<file path="src/pft_pkg.sv">
// Constants, codes and types shared by the program flash table access block
package pft_pkg;

    // Register file addresses on the core's special function register port
    localparam logic [11:0] PFT_ADDR_CTRL = 12'hFA6;
    localparam logic [11:0] PFT_ADDR_UNLOCK = 12'hFA7;
    localparam logic [11:0] PFT_ADDR_LATCH = 12'hFF5;
    localparam logic [11:0] PFT_ADDR_PTR_LOW = 12'hFF6;
    localparam logic [11:0] PFT_ADDR_PTR_HIGH = 12'hFF7;
    localparam logic [11:0] PFT_ADDR_PTR_UPPER = 12'hFF8;

    // Control register bit positions
    localparam int PFT_BIT_PGD = 7;
    localparam int PFT_BIT_CONFIG_SPACE_SELECT = 6;
    localparam int PFT_BIT_FREE = 4;
    localparam int PFT_BIT_ABORT = 3;
    localparam int PFT_BIT_PERMIT = 2;
    localparam int PFT_BIT_WR = 1;
    localparam int PFT_BIT_RD = 0;

    // Values after reset
    localparam logic [21:0] PFT_PTR_RST = 22'h000000;
    localparam logic [7:0] PFT_LATCH_RST = 8'h00;
    localparam logic [7:0] PFT_BYTE_ZERO = 8'h00;

    // Unlock keys
    localparam logic [7:0] PFT_KEY_FIRST = 8'h55;
    localparam logic [7:0] PFT_KEY_SECOND = 8'hAA;

    // Geometry: 8 holding bytes, 64-byte erase rows
    localparam int PFT_HOLD_N = 8;
    localparam int PFT_BLOCK_LSB = 3;
    localparam int PFT_ROW_LSB = 6;

    // Programming time and its cycle count at 250 MHz
    localparam int PFT_PROG_TIME_NS = 2000000;
    localparam int PFT_CLK_PERIOD_NS = 4;
    localparam int PFT_PROG_CYCLES = PFT_PROG_TIME_NS / PFT_CLK_PERIOD_NS;
    localparam int PFT_TMR_W = 20;

    // Pointer update variants of a table operation
    localparam logic [1:0] PFT_MODE_KEEP = 2'h0;
    localparam logic [1:0] PFT_MODE_POSTINC = 2'h1;
    localparam logic [1:0] PFT_MODE_POSTDEC = 2'h2;
    localparam logic [1:0] PFT_MODE_PREINC = 2'h3;

    // Target memory space of a long write
    localparam logic [1:0] PFT_SPACE_EEPROM = 2'h0;
    localparam logic [1:0] PFT_SPACE_PROGRAM = 2'h1;
    localparam logic [1:0] PFT_SPACE_CONFIG = 2'h2;

    typedef enum logic [1:0] {
        PFT_UL_IDLE = 2'b00,
        PFT_UL_FIRST = 2'b01,
        PFT_UL_ARMED = 2'b10
    } pft_unlock_e;

    typedef enum logic [1:0] {
        PFT_ST_IDLE = 2'b00,
        PFT_ST_RD_WAIT = 2'b01,
        PFT_ST_LONG = 2'b10
    } pft_state_e;

endpackage : pft_pkg

</file>
<file path="src/pft_table_access.sv">
// Table read/write and self-timed write/erase sequencer for program flash
// Behaviour
// - Reads are single bytes, programs are 8-byte blocks, erases are 64-byte rows.
// - No bulk erase can be started; only row erases exist.
// - Fetch stalls during write or erase; the programming timer ends it.
// - Any byte value is accepted for programming, unchecked.
// - Table transfers pass one byte at a time through the byte latch.
// - Table writes fill holding registers; a long write commits them.
// - Pointer bits 2..0 pick the holding register on a table write.
// - Pointer bits 21..3 pick the 8-byte block at long write start.
// - Pointer bits 21..6 pick the erased row; bits 5..0 ignored.
// - Table reads use all 22 pointer bits.
// - Pointer is three byte registers forming a 22-bit value.
// - Table ops keep, post-increment, post-decrement or pre-increment the pointer.
// - Automatic pointer steps touch only the low 21 bits.
// - Unlock register stores nothing and reads as zero.
// - Program space select bit 7 picks program flash or data EEPROM.
// - Config space select bit 6 overrides bit 7 when set.
// - Row erase enable bit 4 turns next program-space start into an erase, clears after.
// - Write permit bit 2 gates writes and erases; clear at power-up.
// - Reset cutting a write sets the abort flag; space selects kept.
// - Write-start bit 1 set-only by software, cleared by hardware at end.
// - Completion sets the memory-done flag until software clears it.
// - Read-start bit 0 reads EEPROM one cycle; not settable in program space.
// - A block write or row erase stalls about 2 ms.
module pft_table_access
    import pft_pkg::*;
#(
    parameter int PROG_CYCLES = PFT_PROG_CYCLES
) (
    input wire logic sys_clk_i,
    input wire logic rst_i,
    input wire logic ce_i,
    input wire logic ext_reset_i,
    input wire logic wdt_reset_i,
    input wire logic sfr_wr_i,
    input wire logic sfr_rd_i,
    input wire logic [11:0] sfr_addr_i,
    input wire logic [7:0] sfr_wdata_i,
    output logic [7:0] sfr_rdata_o,
    input wire logic tbl_req_i,
    input wire logic tbl_write_i,
    input wire logic [1:0] tbl_mode_i,
    output logic tbl_done_o,
    output logic pm_rd_o,
    output logic [20:0] pm_addr_o,
    input wire logic [15:0] pm_rdata_i,
    output logic flash_prog_o,
    output logic flash_erase_o,
    output logic [21:0] flash_addr_o,
    output logic [1:0] flash_space_o,
    output logic [63:0] flash_wdata_o,
    output logic ee_rd_o,
    output logic fetch_stall_o,
    input wire logic done_flag_clr_i,
    output logic memory_done_flag_o
);

    typedef struct packed {
        pft_state_e state;
        logic [21:0] ptr;
        logic [7:0] latch;
        logic pgd;
        logic config_space_select;
        logic free;
        logic abort;
        logic permit;
        logic wr;
        logic rd;
        pft_unlock_e unlock;
        logic erasing;
        logic rd_lsb;
        logic [7:0] rdata;
        logic tbl_done;
        logic pm_rd;
        logic [20:0] pm_addr;
        logic flash_prog;
        logic flash_erase;
        logic [21:0] flash_addr;
        logic [1:0] space;
        logic ee_rd;
        logic stall;
        logic done_flag;
    } pft_state_s;

    pft_state_s st;
    pft_state_s next_st;
    logic soft_rst;
    logic tmr_start;
    logic tmr_done;
    logic hold_we;
    logic [2:0] hold_idx;
    logic [21:0] op_addr;
    logic [1:0] tgt_space;
    logic [7:0] ctl_view;

    assign soft_rst = ext_reset_i || wdt_reset_i;

    // Control register as software reads it; bit 5 reads zero
    assign ctl_view = {st.pgd, st.config_space_select, 1'b0, st.free, st.abort, st.permit, st.wr, st.rd};

    // Access address, pre-increment steps the low 21 bits only
    assign op_addr = (tbl_mode_i == PFT_MODE_PREINC)
        ? {st.ptr[21], st.ptr[20:0] + 21'h000001} : st.ptr;

    // Target space of a start, from the select bits being written
    assign tgt_space = sfr_wdata_i[PFT_BIT_CONFIG_SPACE_SELECT] ? PFT_SPACE_CONFIG
        : (sfr_wdata_i[PFT_BIT_PGD] ? PFT_SPACE_PROGRAM : PFT_SPACE_EEPROM);

    pft_hold_regs u_hold (
        .sys_clk_i(sys_clk_i),
        .rst_i(rst_i),
        .ce_i(ce_i),
        .we_i(hold_we),
        .idx_i(hold_idx),
        .wdata_i(st.latch),
        .data_o(flash_wdata_o)
    );

    pft_prog_timer #(
        .CYCLES(PROG_CYCLES)
    ) u_timer (
        .sys_clk_i(sys_clk_i),
        .rst_i(rst_i),
        .ce_i(ce_i),
        .start_i(tmr_start),
        .clr_i(soft_rst),
        .done_o(tmr_done)
    );

    // Sequencer and register file next state
    always_comb begin
        next_st = st;
        next_st.tbl_done = 1'b0;
        next_st.pm_rd = 1'b0;
        next_st.flash_prog = 1'b0;
        next_st.flash_erase = 1'b0;
        next_st.ee_rd = 1'b0;
        next_st.rd = 1'b0;
        hold_we = 1'b0;
        hold_idx = op_addr[2:0];
        tmr_start = 1'b0;
        if (done_flag_clr_i) begin
            next_st.done_flag = 1'b0;
        end
        // Register reads, answered one cycle later
        if (sfr_rd_i) begin
            case (sfr_addr_i)
                PFT_ADDR_CTRL: next_st.rdata = ctl_view;
                PFT_ADDR_UNLOCK: next_st.rdata = PFT_BYTE_ZERO;
                PFT_ADDR_LATCH: next_st.rdata = st.latch;
                PFT_ADDR_PTR_LOW: next_st.rdata = st.ptr[7:0];
                PFT_ADDR_PTR_HIGH: next_st.rdata = st.ptr[15:8];
                PFT_ADDR_PTR_UPPER: next_st.rdata = {2'b00, st.ptr[21:16]};
                default: next_st.rdata = PFT_BYTE_ZERO;
            endcase
        end
        case (st.state)
            PFT_ST_IDLE: begin
                if (sfr_wr_i) begin
                    next_st.unlock = PFT_UL_IDLE;
                    case (sfr_addr_i)
                        PFT_ADDR_CTRL: begin
                            next_st.pgd = sfr_wdata_i[PFT_BIT_PGD];
                            next_st.config_space_select = sfr_wdata_i[PFT_BIT_CONFIG_SPACE_SELECT];
                            next_st.free = sfr_wdata_i[PFT_BIT_FREE];
                            next_st.abort = sfr_wdata_i[PFT_BIT_ABORT];
                            next_st.permit = sfr_wdata_i[PFT_BIT_PERMIT];
                            // Read start only in data EEPROM space, refused when program or config space is selected
                            if (sfr_wdata_i[PFT_BIT_RD] && !next_st.pgd && !next_st.config_space_select) begin
                                next_st.rd = 1'b1;
                                next_st.ee_rd = 1'b1;
                            end
                            // Start needs permit and a completed unlock
                            if (sfr_wdata_i[PFT_BIT_WR] && next_st.permit
                                && st.unlock == PFT_UL_ARMED) begin
                                next_st.wr = 1'b1;
                                next_st.state = PFT_ST_LONG;
                                next_st.stall = 1'b1;
                                next_st.space = tgt_space;
                                tmr_start = 1'b1;
                                // Row erase only; no bulk erase path exists
                                if (next_st.free && tgt_space == PFT_SPACE_PROGRAM) begin
                                    next_st.erasing = 1'b1;
                                    next_st.flash_erase = 1'b1;
                                    next_st.flash_addr = {st.ptr[21:PFT_ROW_LSB], 6'h00};
                                end else begin
                                    next_st.erasing = 1'b0;
                                    next_st.flash_prog = 1'b1;
                                    next_st.flash_addr = {st.ptr[21:PFT_BLOCK_LSB], 3'h0};
                                end
                            end
                            // A refused start never raises write-start
                        end
                        PFT_ADDR_UNLOCK: begin
                            if (sfr_wdata_i == PFT_KEY_FIRST) begin
                                next_st.unlock = PFT_UL_FIRST;
                            end else if (sfr_wdata_i == PFT_KEY_SECOND
                                && st.unlock == PFT_UL_FIRST) begin
                                next_st.unlock = PFT_UL_ARMED;
                            end
                        end
                        PFT_ADDR_LATCH: next_st.latch = sfr_wdata_i;
                        PFT_ADDR_PTR_LOW: next_st.ptr[7:0] = sfr_wdata_i;
                        PFT_ADDR_PTR_HIGH: next_st.ptr[15:8] = sfr_wdata_i;
                        PFT_ADDR_PTR_UPPER: next_st.ptr[21:16] = sfr_wdata_i[5:0];
                        default: begin
                        end
                    endcase
                end else if (tbl_req_i) begin
                    // Pointer update variant
                    case (tbl_mode_i)
                        PFT_MODE_POSTINC: next_st.ptr[20:0] = st.ptr[20:0] + 21'h000001;
                        PFT_MODE_POSTDEC: next_st.ptr[20:0] = st.ptr[20:0] - 21'h000001;
                        PFT_MODE_PREINC: next_st.ptr = op_addr;
                        default: next_st.ptr = st.ptr;
                    endcase
                    if (tbl_write_i) begin
                        hold_we = 1'b1;
                        hold_idx = op_addr[2:0];
                        next_st.tbl_done = 1'b1;
                    end else begin
                        next_st.pm_rd = 1'b1;
                        next_st.pm_addr = op_addr[21:1];
                        next_st.rd_lsb = op_addr[0];
                        next_st.state = PFT_ST_RD_WAIT;
                    end
                end
            end
            PFT_ST_RD_WAIT: begin
                // One byte of the word into the latch
                next_st.latch = st.rd_lsb ? pm_rdata_i[15:8] : pm_rdata_i[7:0];
                next_st.tbl_done = 1'b1;
                next_st.state = PFT_ST_IDLE;
            end
            PFT_ST_LONG: begin
                // Timer ends the long write and releases fetch
                if (tmr_done) begin
                    next_st.wr = 1'b0;
                    next_st.stall = 1'b0;
                    next_st.done_flag = 1'b1;
                    next_st.state = PFT_ST_IDLE;
                    if (st.erasing) begin
                        next_st.free = 1'b0;
                    end
                end
            end
            default: next_st.state = PFT_ST_IDLE;
        endcase
        // Pin or watchdog reset; space selects survive for tracing
        if (soft_rst) begin
            if (st.state == PFT_ST_LONG) begin
                next_st.abort = 1'b1;
            end
            next_st.state = PFT_ST_IDLE;
            next_st.ptr = PFT_PTR_RST;
            next_st.latch = PFT_LATCH_RST;
            next_st.free = 1'b0;
            next_st.permit = 1'b0;
            next_st.wr = 1'b0;
            next_st.rd = 1'b0;
            next_st.unlock = PFT_UL_IDLE;
            next_st.stall = 1'b0;
            next_st.tbl_done = 1'b0;
            next_st.pm_rd = 1'b0;
            next_st.flash_prog = 1'b0;
            next_st.flash_erase = 1'b0;
            next_st.ee_rd = 1'b0;
            hold_we = 1'b0;
            tmr_start = 1'b0;
        end
    end

    // State register; power-on clears everything including the permit bit
    always_ff @(posedge sys_clk_i or posedge rst_i) begin
        if (rst_i) begin
            st <= '0;
        end else if (ce_i) begin
            st <= next_st;
        end
    end

    // Outputs straight from the state register; data bytes pass unchecked
    assign sfr_rdata_o = st.rdata;
    assign tbl_done_o = st.tbl_done;
    assign pm_rd_o = st.pm_rd;
    assign pm_addr_o = st.pm_addr;
    assign flash_prog_o = st.flash_prog;
    assign flash_erase_o = st.flash_erase;
    assign flash_addr_o = st.flash_addr;
    assign flash_space_o = st.space;
    assign ee_rd_o = st.ee_rd;
    assign fetch_stall_o = st.stall;
    assign memory_done_flag_o = st.done_flag;

    // Checks
    property p_start_unlocked;
        @(posedge sys_clk_i) disable iff (rst_i || !ce_i)
        $rose(fetch_stall_o) |-> $past(st.unlock) == PFT_UL_ARMED && st.permit;
    endproperty
    a_start_unlocked: assert property (p_start_unlocked) else $error("start without unlock");

    property p_end_on_timer;
        @(posedge sys_clk_i) disable iff (rst_i || !ce_i || soft_rst)
        st.state == PFT_ST_LONG && tmr_done && !soft_rst
        |=> !fetch_stall_o && !st.wr && memory_done_flag_o;
    endproperty
    a_end_on_timer: assert property (p_end_on_timer) else $error("long write did not end");

    property p_wr_sticky;
        @(posedge sys_clk_i) disable iff (rst_i || !ce_i || soft_rst)
        st.wr && !tmr_done && !soft_rst |=> st.wr;
    endproperty
    a_wr_sticky: assert property (p_wr_sticky) else $error("write-start lost early");

    property p_unlock_zero;
        @(posedge sys_clk_i) disable iff (rst_i || !ce_i)
        sfr_rd_i && sfr_addr_i == PFT_ADDR_UNLOCK |=> sfr_rdata_o == PFT_BYTE_ZERO;
    endproperty
    a_unlock_zero: assert property (p_unlock_zero) else $error("unlock read not zero");

    property p_rd_one_cycle;
        @(posedge sys_clk_i) disable iff (rst_i || !ce_i)
        ee_rd_o |-> st.rd && !st.pgd ##1 !st.rd;
    endproperty
    a_rd_one_cycle: assert property (p_rd_one_cycle) else $error("read-start misbehaved");

    property p_postinc_top;
        @(posedge sys_clk_i) disable iff (rst_i || !ce_i || soft_rst)
        st.state == PFT_ST_IDLE && tbl_req_i && !sfr_wr_i && tbl_mode_i == PFT_MODE_POSTINC
        |=> st.ptr[21] == $past(st.ptr[21]) && st.ptr[20:0] == $past(st.ptr[20:0]) + 21'h000001;
    endproperty
    a_postinc_top: assert property (p_postinc_top) else $error("pointer step wrong");

    property p_hold_index;
        @(posedge sys_clk_i) disable iff (rst_i || !ce_i)
        hold_we && tbl_mode_i != PFT_MODE_PREINC |-> hold_idx == st.ptr[2:0];
    endproperty
    a_hold_index: assert property (p_hold_index) else $error("holding index wrong");

    property p_erase_row;
        @(posedge sys_clk_i) disable iff (rst_i || !ce_i)
        flash_erase_o |-> flash_addr_o[5:0] == 6'h00 && st.free && st.space == PFT_SPACE_PROGRAM;
    endproperty
    a_erase_row: assert property (p_erase_row) else $error("erase address not a row");

    property p_free_clears;
        @(posedge sys_clk_i) disable iff (rst_i || !ce_i || soft_rst)
        st.state == PFT_ST_LONG && st.erasing && tmr_done && !soft_rst |=> !st.free;
    endproperty
    a_free_clears: assert property (p_free_clears) else $error("erase enable stuck");

    property p_abort_trace;
        @(posedge sys_clk_i) disable iff (rst_i || !ce_i)
        soft_rst && st.state == PFT_ST_LONG
        |=> st.abort && st.pgd == $past(st.pgd) && st.config_space_select == $past(st.config_space_select) && !fetch_stall_o;
    endproperty
    a_abort_trace: assert property (p_abort_trace) else $error("abort not recorded");

    c_erase: cover property (@(posedge sys_clk_i) disable iff (rst_i) flash_erase_o);
    c_program: cover property (@(posedge sys_clk_i) disable iff (rst_i) flash_prog_o);
    c_table_read: cover property (@(posedge sys_clk_i) disable iff (rst_i) pm_rd_o ##1 tbl_done_o);
    c_abort: cover property (@(posedge sys_clk_i) disable iff (rst_i) fetch_stall_o && soft_rst);

endmodule : pft_table_access

</file>
<file path="src/pft_hold_regs.sv">
// Eight-byte write holding memory loaded by table writes
module pft_hold_regs
    import pft_pkg::*;
(
    input wire logic sys_clk_i,
    input wire logic rst_i,
    input wire logic ce_i,
    input wire logic we_i,
    input wire logic [2:0] idx_i,
    input wire logic [7:0] wdata_i,
    output logic [63:0] data_o
);

    typedef struct packed {
        logic [PFT_HOLD_N-1:0][7:0] ent;
    } pft_hold_s;

    pft_hold_s st;
    pft_hold_s next_st;
    logic [PFT_HOLD_N-1:0] sel;

    // One select per entry
    genvar g;
    generate
        for (g = 0; g < PFT_HOLD_N; g++) begin : g_sel
            assign sel[g] = we_i && (idx_i == 3'(g));
        end
    endgenerate

    // Next entry contents
    always_comb begin
        next_st = st;
        for (int i = 0; i < PFT_HOLD_N; i++) begin
            if (sel[i]) begin
                next_st.ent[i] = wdata_i;
            end
        end
    end

    // State register
    always_ff @(posedge sys_clk_i or posedge rst_i) begin
        if (rst_i) begin
            st <= '0;
        end else if (ce_i) begin
            st <= next_st;
        end
    end

    assign data_o = st.ent;

endmodule : pft_hold_regs

</file>
<file path="src/pft_prog_timer.sv">
// Programming timer that measures the self-timed long write
module pft_prog_timer
    import pft_pkg::*;
#(
    parameter int CYCLES = PFT_PROG_CYCLES
) (
    input wire logic sys_clk_i,
    input wire logic rst_i,
    input wire logic ce_i,
    input wire logic start_i,
    input wire logic clr_i,
    output logic done_o
);

    typedef struct packed {
        logic [PFT_TMR_W-1:0] cnt;
        logic run;
        logic done;
    } pft_tmr_s;

    pft_tmr_s st;
    pft_tmr_s next_st;

    // Count down, pulse done at zero
    always_comb begin
        next_st = st;
        next_st.done = 1'b0;
        if (clr_i) begin
            next_st.run = 1'b0;
        end else if (start_i) begin
            next_st.run = 1'b1;
            next_st.cnt = PFT_TMR_W'(CYCLES - 1);
        end else if (st.run) begin
            if (st.cnt == '0) begin
                next_st.run = 1'b0;
                next_st.done = 1'b1;
            end else begin
                next_st.cnt = st.cnt - 1'b1;
            end
        end
    end

    // State register
    always_ff @(posedge sys_clk_i or posedge rst_i) begin
        if (rst_i) begin
            st <= '0;
        end else if (ce_i) begin
            st <= next_st;
        end
    end

    assign done_o = st.done;

endmodule : pft_prog_timer

</file>
<file path="config.mk">
export PLATFORM = sky130hd
export DESIGN_NAME = pft_table_access
export DESIGN_NICKNAME = d
export VERILOG_FILES = /design/src/pft_pkg.sv /design/src/pft_table_access.sv /design/src/pft_hold_regs.sv /design/src/pft_prog_timer.sv
export SDC_FILE = /design/constraint.sdc
export NUM_CORES = 1
export LEC_CHECK = 0
export BUFFER_PORTS_ARGS = -buffer_cell sky130_fd_sc_hd__buf_2
export CAP_MARGIN = 10
export CORE_ASPECT_RATIO = 0.8
export CORE_MARGIN = 4
export CORE_UTILIZATION = 50
export DETAILED_ROUTE_END_ITERATION = 10
export GPL_TIMING_DRIVEN = 0
export PLACE_DENSITY_LB_ADDON = 0.08
export SLEW_MARGIN = 25
export SYNTH_ARGS = -nofsm -noshare
export SYNTH_HDL_FRONTEND = slang
export SYNTH_SLANG_ARGS = --single-unit
export TNS_END_PERCENT = 100
</file>
<file path="constraint.sdc">
create_clock -name sys_clk_i -period 7.2 [get_ports sys_clk_i]
set_input_delay 1.44 -clock sys_clk_i [delete_from_list [all_inputs] [get_ports sys_clk_i]]
set_output_delay 1.44 -clock sys_clk_i [all_outputs]
set_load 0.005 [all_outputs]
</file>
==> metrics <==
commonest non-fill, non-tap cells in the layout 184 x dfrtp_1, 172 x buf_2, 130 x nand2_1, 84 x o21ai_0, 75 x mux2_2; Avg Cell Area, Syn 9.70 um2; initial antenna violation count 0; Clock Skews 0.0123 ns; DRT antenna net count 0; crit path launch type input pin; Final #Nets 1264; hold path depth 2; largest net degree at the start of global routing 98; DR DRC count 0; R2R setup slack 4.47 ns; Worst R2R End pm_addr_o[18]; Cell Area, Synth 9930 um2; Period minus WS final 3.46 ns; vias per cell 5.78; Core Rows 45; IO Port Bufs 167; Reg clk slew, reported paths 0.08 ns; Setup Viol. Count Final 0; setup tns final 0 ns; post-CTS setup buffer count 0; Slew Viols, Final 0; CP required 7.53 ns; Mapped Cells 1024; # IOs 172; R2R Path Start st[82]; HP Start flash_addr_o[9]; CP Launch Point sfr_wr_i; Resized Gates After CTS 0; Area Growth Syn to Fin 18.1%; status finished clean; DP HPWL 21500 um; GRT Overall Usage 27.1%; Fin Hold WS 0.481 ns; Max Cap Viol 0; warnings from Yosys 0; Routed WL 29300 um; register area share after synthesis 46.4%; leakage power 5.72 nW; ys flop type dfrtp_1; Data arrival, critical path 3.79 ns; Worst-Skew Late Latency 0.45 ns; Hold Path End flash_addr_o[9]; Root Buffer clkbuf_16; DRT iter0 DRCs 1017; worst hold path class flop to flop; CTS tree built; clock sinks 184; DIE AREA 22200 um2; Vias 8574; synthesis-stage register bit count 184; count of cell types in the netlist 87; Max Freq 289 MHz; crit end category flop; Hold Buf Count CTS 0; kind of critical path input pin to flop; Post-synth EDFFs 0; drt first pass iters 5; RSZ-0062 raised after global routing false; Max FO, Critical Path 8; TritonCTS Buffers 17; maximum vdd ir drop 0.130 mV; most common cell after layout, fill and taps aside dfrtp_1; routability congestion estimate 0.970; global-route wire length before repair 46600 um; final-report hold violation count 0; worst slew pin tran 0.941 ns; drt wl/cell 19.7 um; chip width 166 um; final period utilization 48.0%; Starting Density 51.6%; pwr dens 205 nW/um2; overflow left after global routing 0; Reg2Reg Depth 7; die height 134 um; Async SR Flop Fraction 100%; share of post-route cells with drive strength above 1 30.0%; diode count 0; htree depth 4; vias in the first global route 8321; core area 19300 um2; normalized max-slew margin 36.8%; worst-case clock buffer depth 2
-- cells by family after synthesis --
kind of cell,count (synthesis),share of synthesized area [%]
AO/OA/AOI/OAI,229,15.5
flip-flops,184,46.4
multiplexers,88,9.91
other,1,0.0378
buffers and inverters,138,7.44
AND/OR/NAND/NOR,348,17.5
XOR/XNOR,33,2.91
adder cells (fa/ha/maj),3,0.378
-- registers in the layout, indices dropped and copies added (netlist names), 2 cells and up --
| register | count |
|---|---|
| u_hold.data_o | 64 |
| u_timer.st | 21 |
| ctl_view | 7 |
| sfr_rdata_o | 8 |
| st | 36 |
| flash_space_o | 2 |
| flash_addr_o | 19 |
| pm_addr_o | 21 |
-- layer usage --
metal	up-vias	wire length [um]	global-route usage (%)	share of wire [%]
met5	-	0	0	0
met4	0	339	6.32	1.2
met3	35	2660	7.43	9.1
met2	374	12800	38.2	44
met1	4164	13500	41.5	46
li1	4001	-	-	-
-- where the power goes --
group	leakage, nW	switching [mW]	internal [mW]
Clock	0.288	0.474	0.474
Sequential	2.51	0.0252	1.07
Combinational	2.92	0.222	0.131
-- critical path, stage by stage --
cell     delay, ns
buf_2         0.14
or3_1         0.36
buf_2         0.22
nor2_2        0.19
nand3_1       0.29
nor3_2        0.73
mux2_2        0.41
-- stage by stage --
stage          util [%]  std cells  setup WS (ns)  power, mW  area [um2]
6_report           60.9       1484           3.74       2.40       11700
5_1_grt            60.9       1484           3.63       2.50       11700
3_5_place_dp       57.8       1452           3.31       1.47       11100
3_3_place_gp       57.6       1451          -1.50       1.46       11100
2_1_floorplan         -       1026          0.760       1.34        9940
4_1_cts            60.9       1484           3.79       2.41       11700
-- worst max path at each step --
stage	to	slack, ns
3_3_place_gp	u_timer.st[7]	-1.50
3_5_place_dp	u_hold.data_o[18]	3.31
6_report	u_hold.data_o[18]	3.74
4_1_cts	u_hold.data_o[18]	3.79
2_1_floorplan	ctl_view[0]	0.76
5_1_grt	u_hold.data_o[18]	3.63
-- cell type report --
cell class / instances / area, um2
tap: 258 / 323
sequential: 184 / 4600
clock inverter: 14 / 154
fill: 1722 / 7530
buffer: 116 / 657
timing repair buffer: 168 / 863
clock buffer: 18 / 439
multi-input combinational: 704 / 4600
inverter: 22 / 90.1
-- synthesized netlist by cell type (10+ instances only) --
master,instances,area (um2)
o31ai_1,14,105
nor2_1,72,270
a31oi_1,10,62.6
a21oi_1,29,145
xnor2_1,17,149
nand3_1,30,150
o21ai_0,85,425
nand2_1,130,488
nand4_1,18,113
clkbuf_1,43,161
buf_1,11,41.3
mux2i_1,11,110
mux2_2,75,845
dfrtp_1,184,4600
xor2_1,16,140
inv_1,22,82.6
nor3_1,23,115
buf_4,55,413
Note: power is estimated with default switching activity, not from simulation.
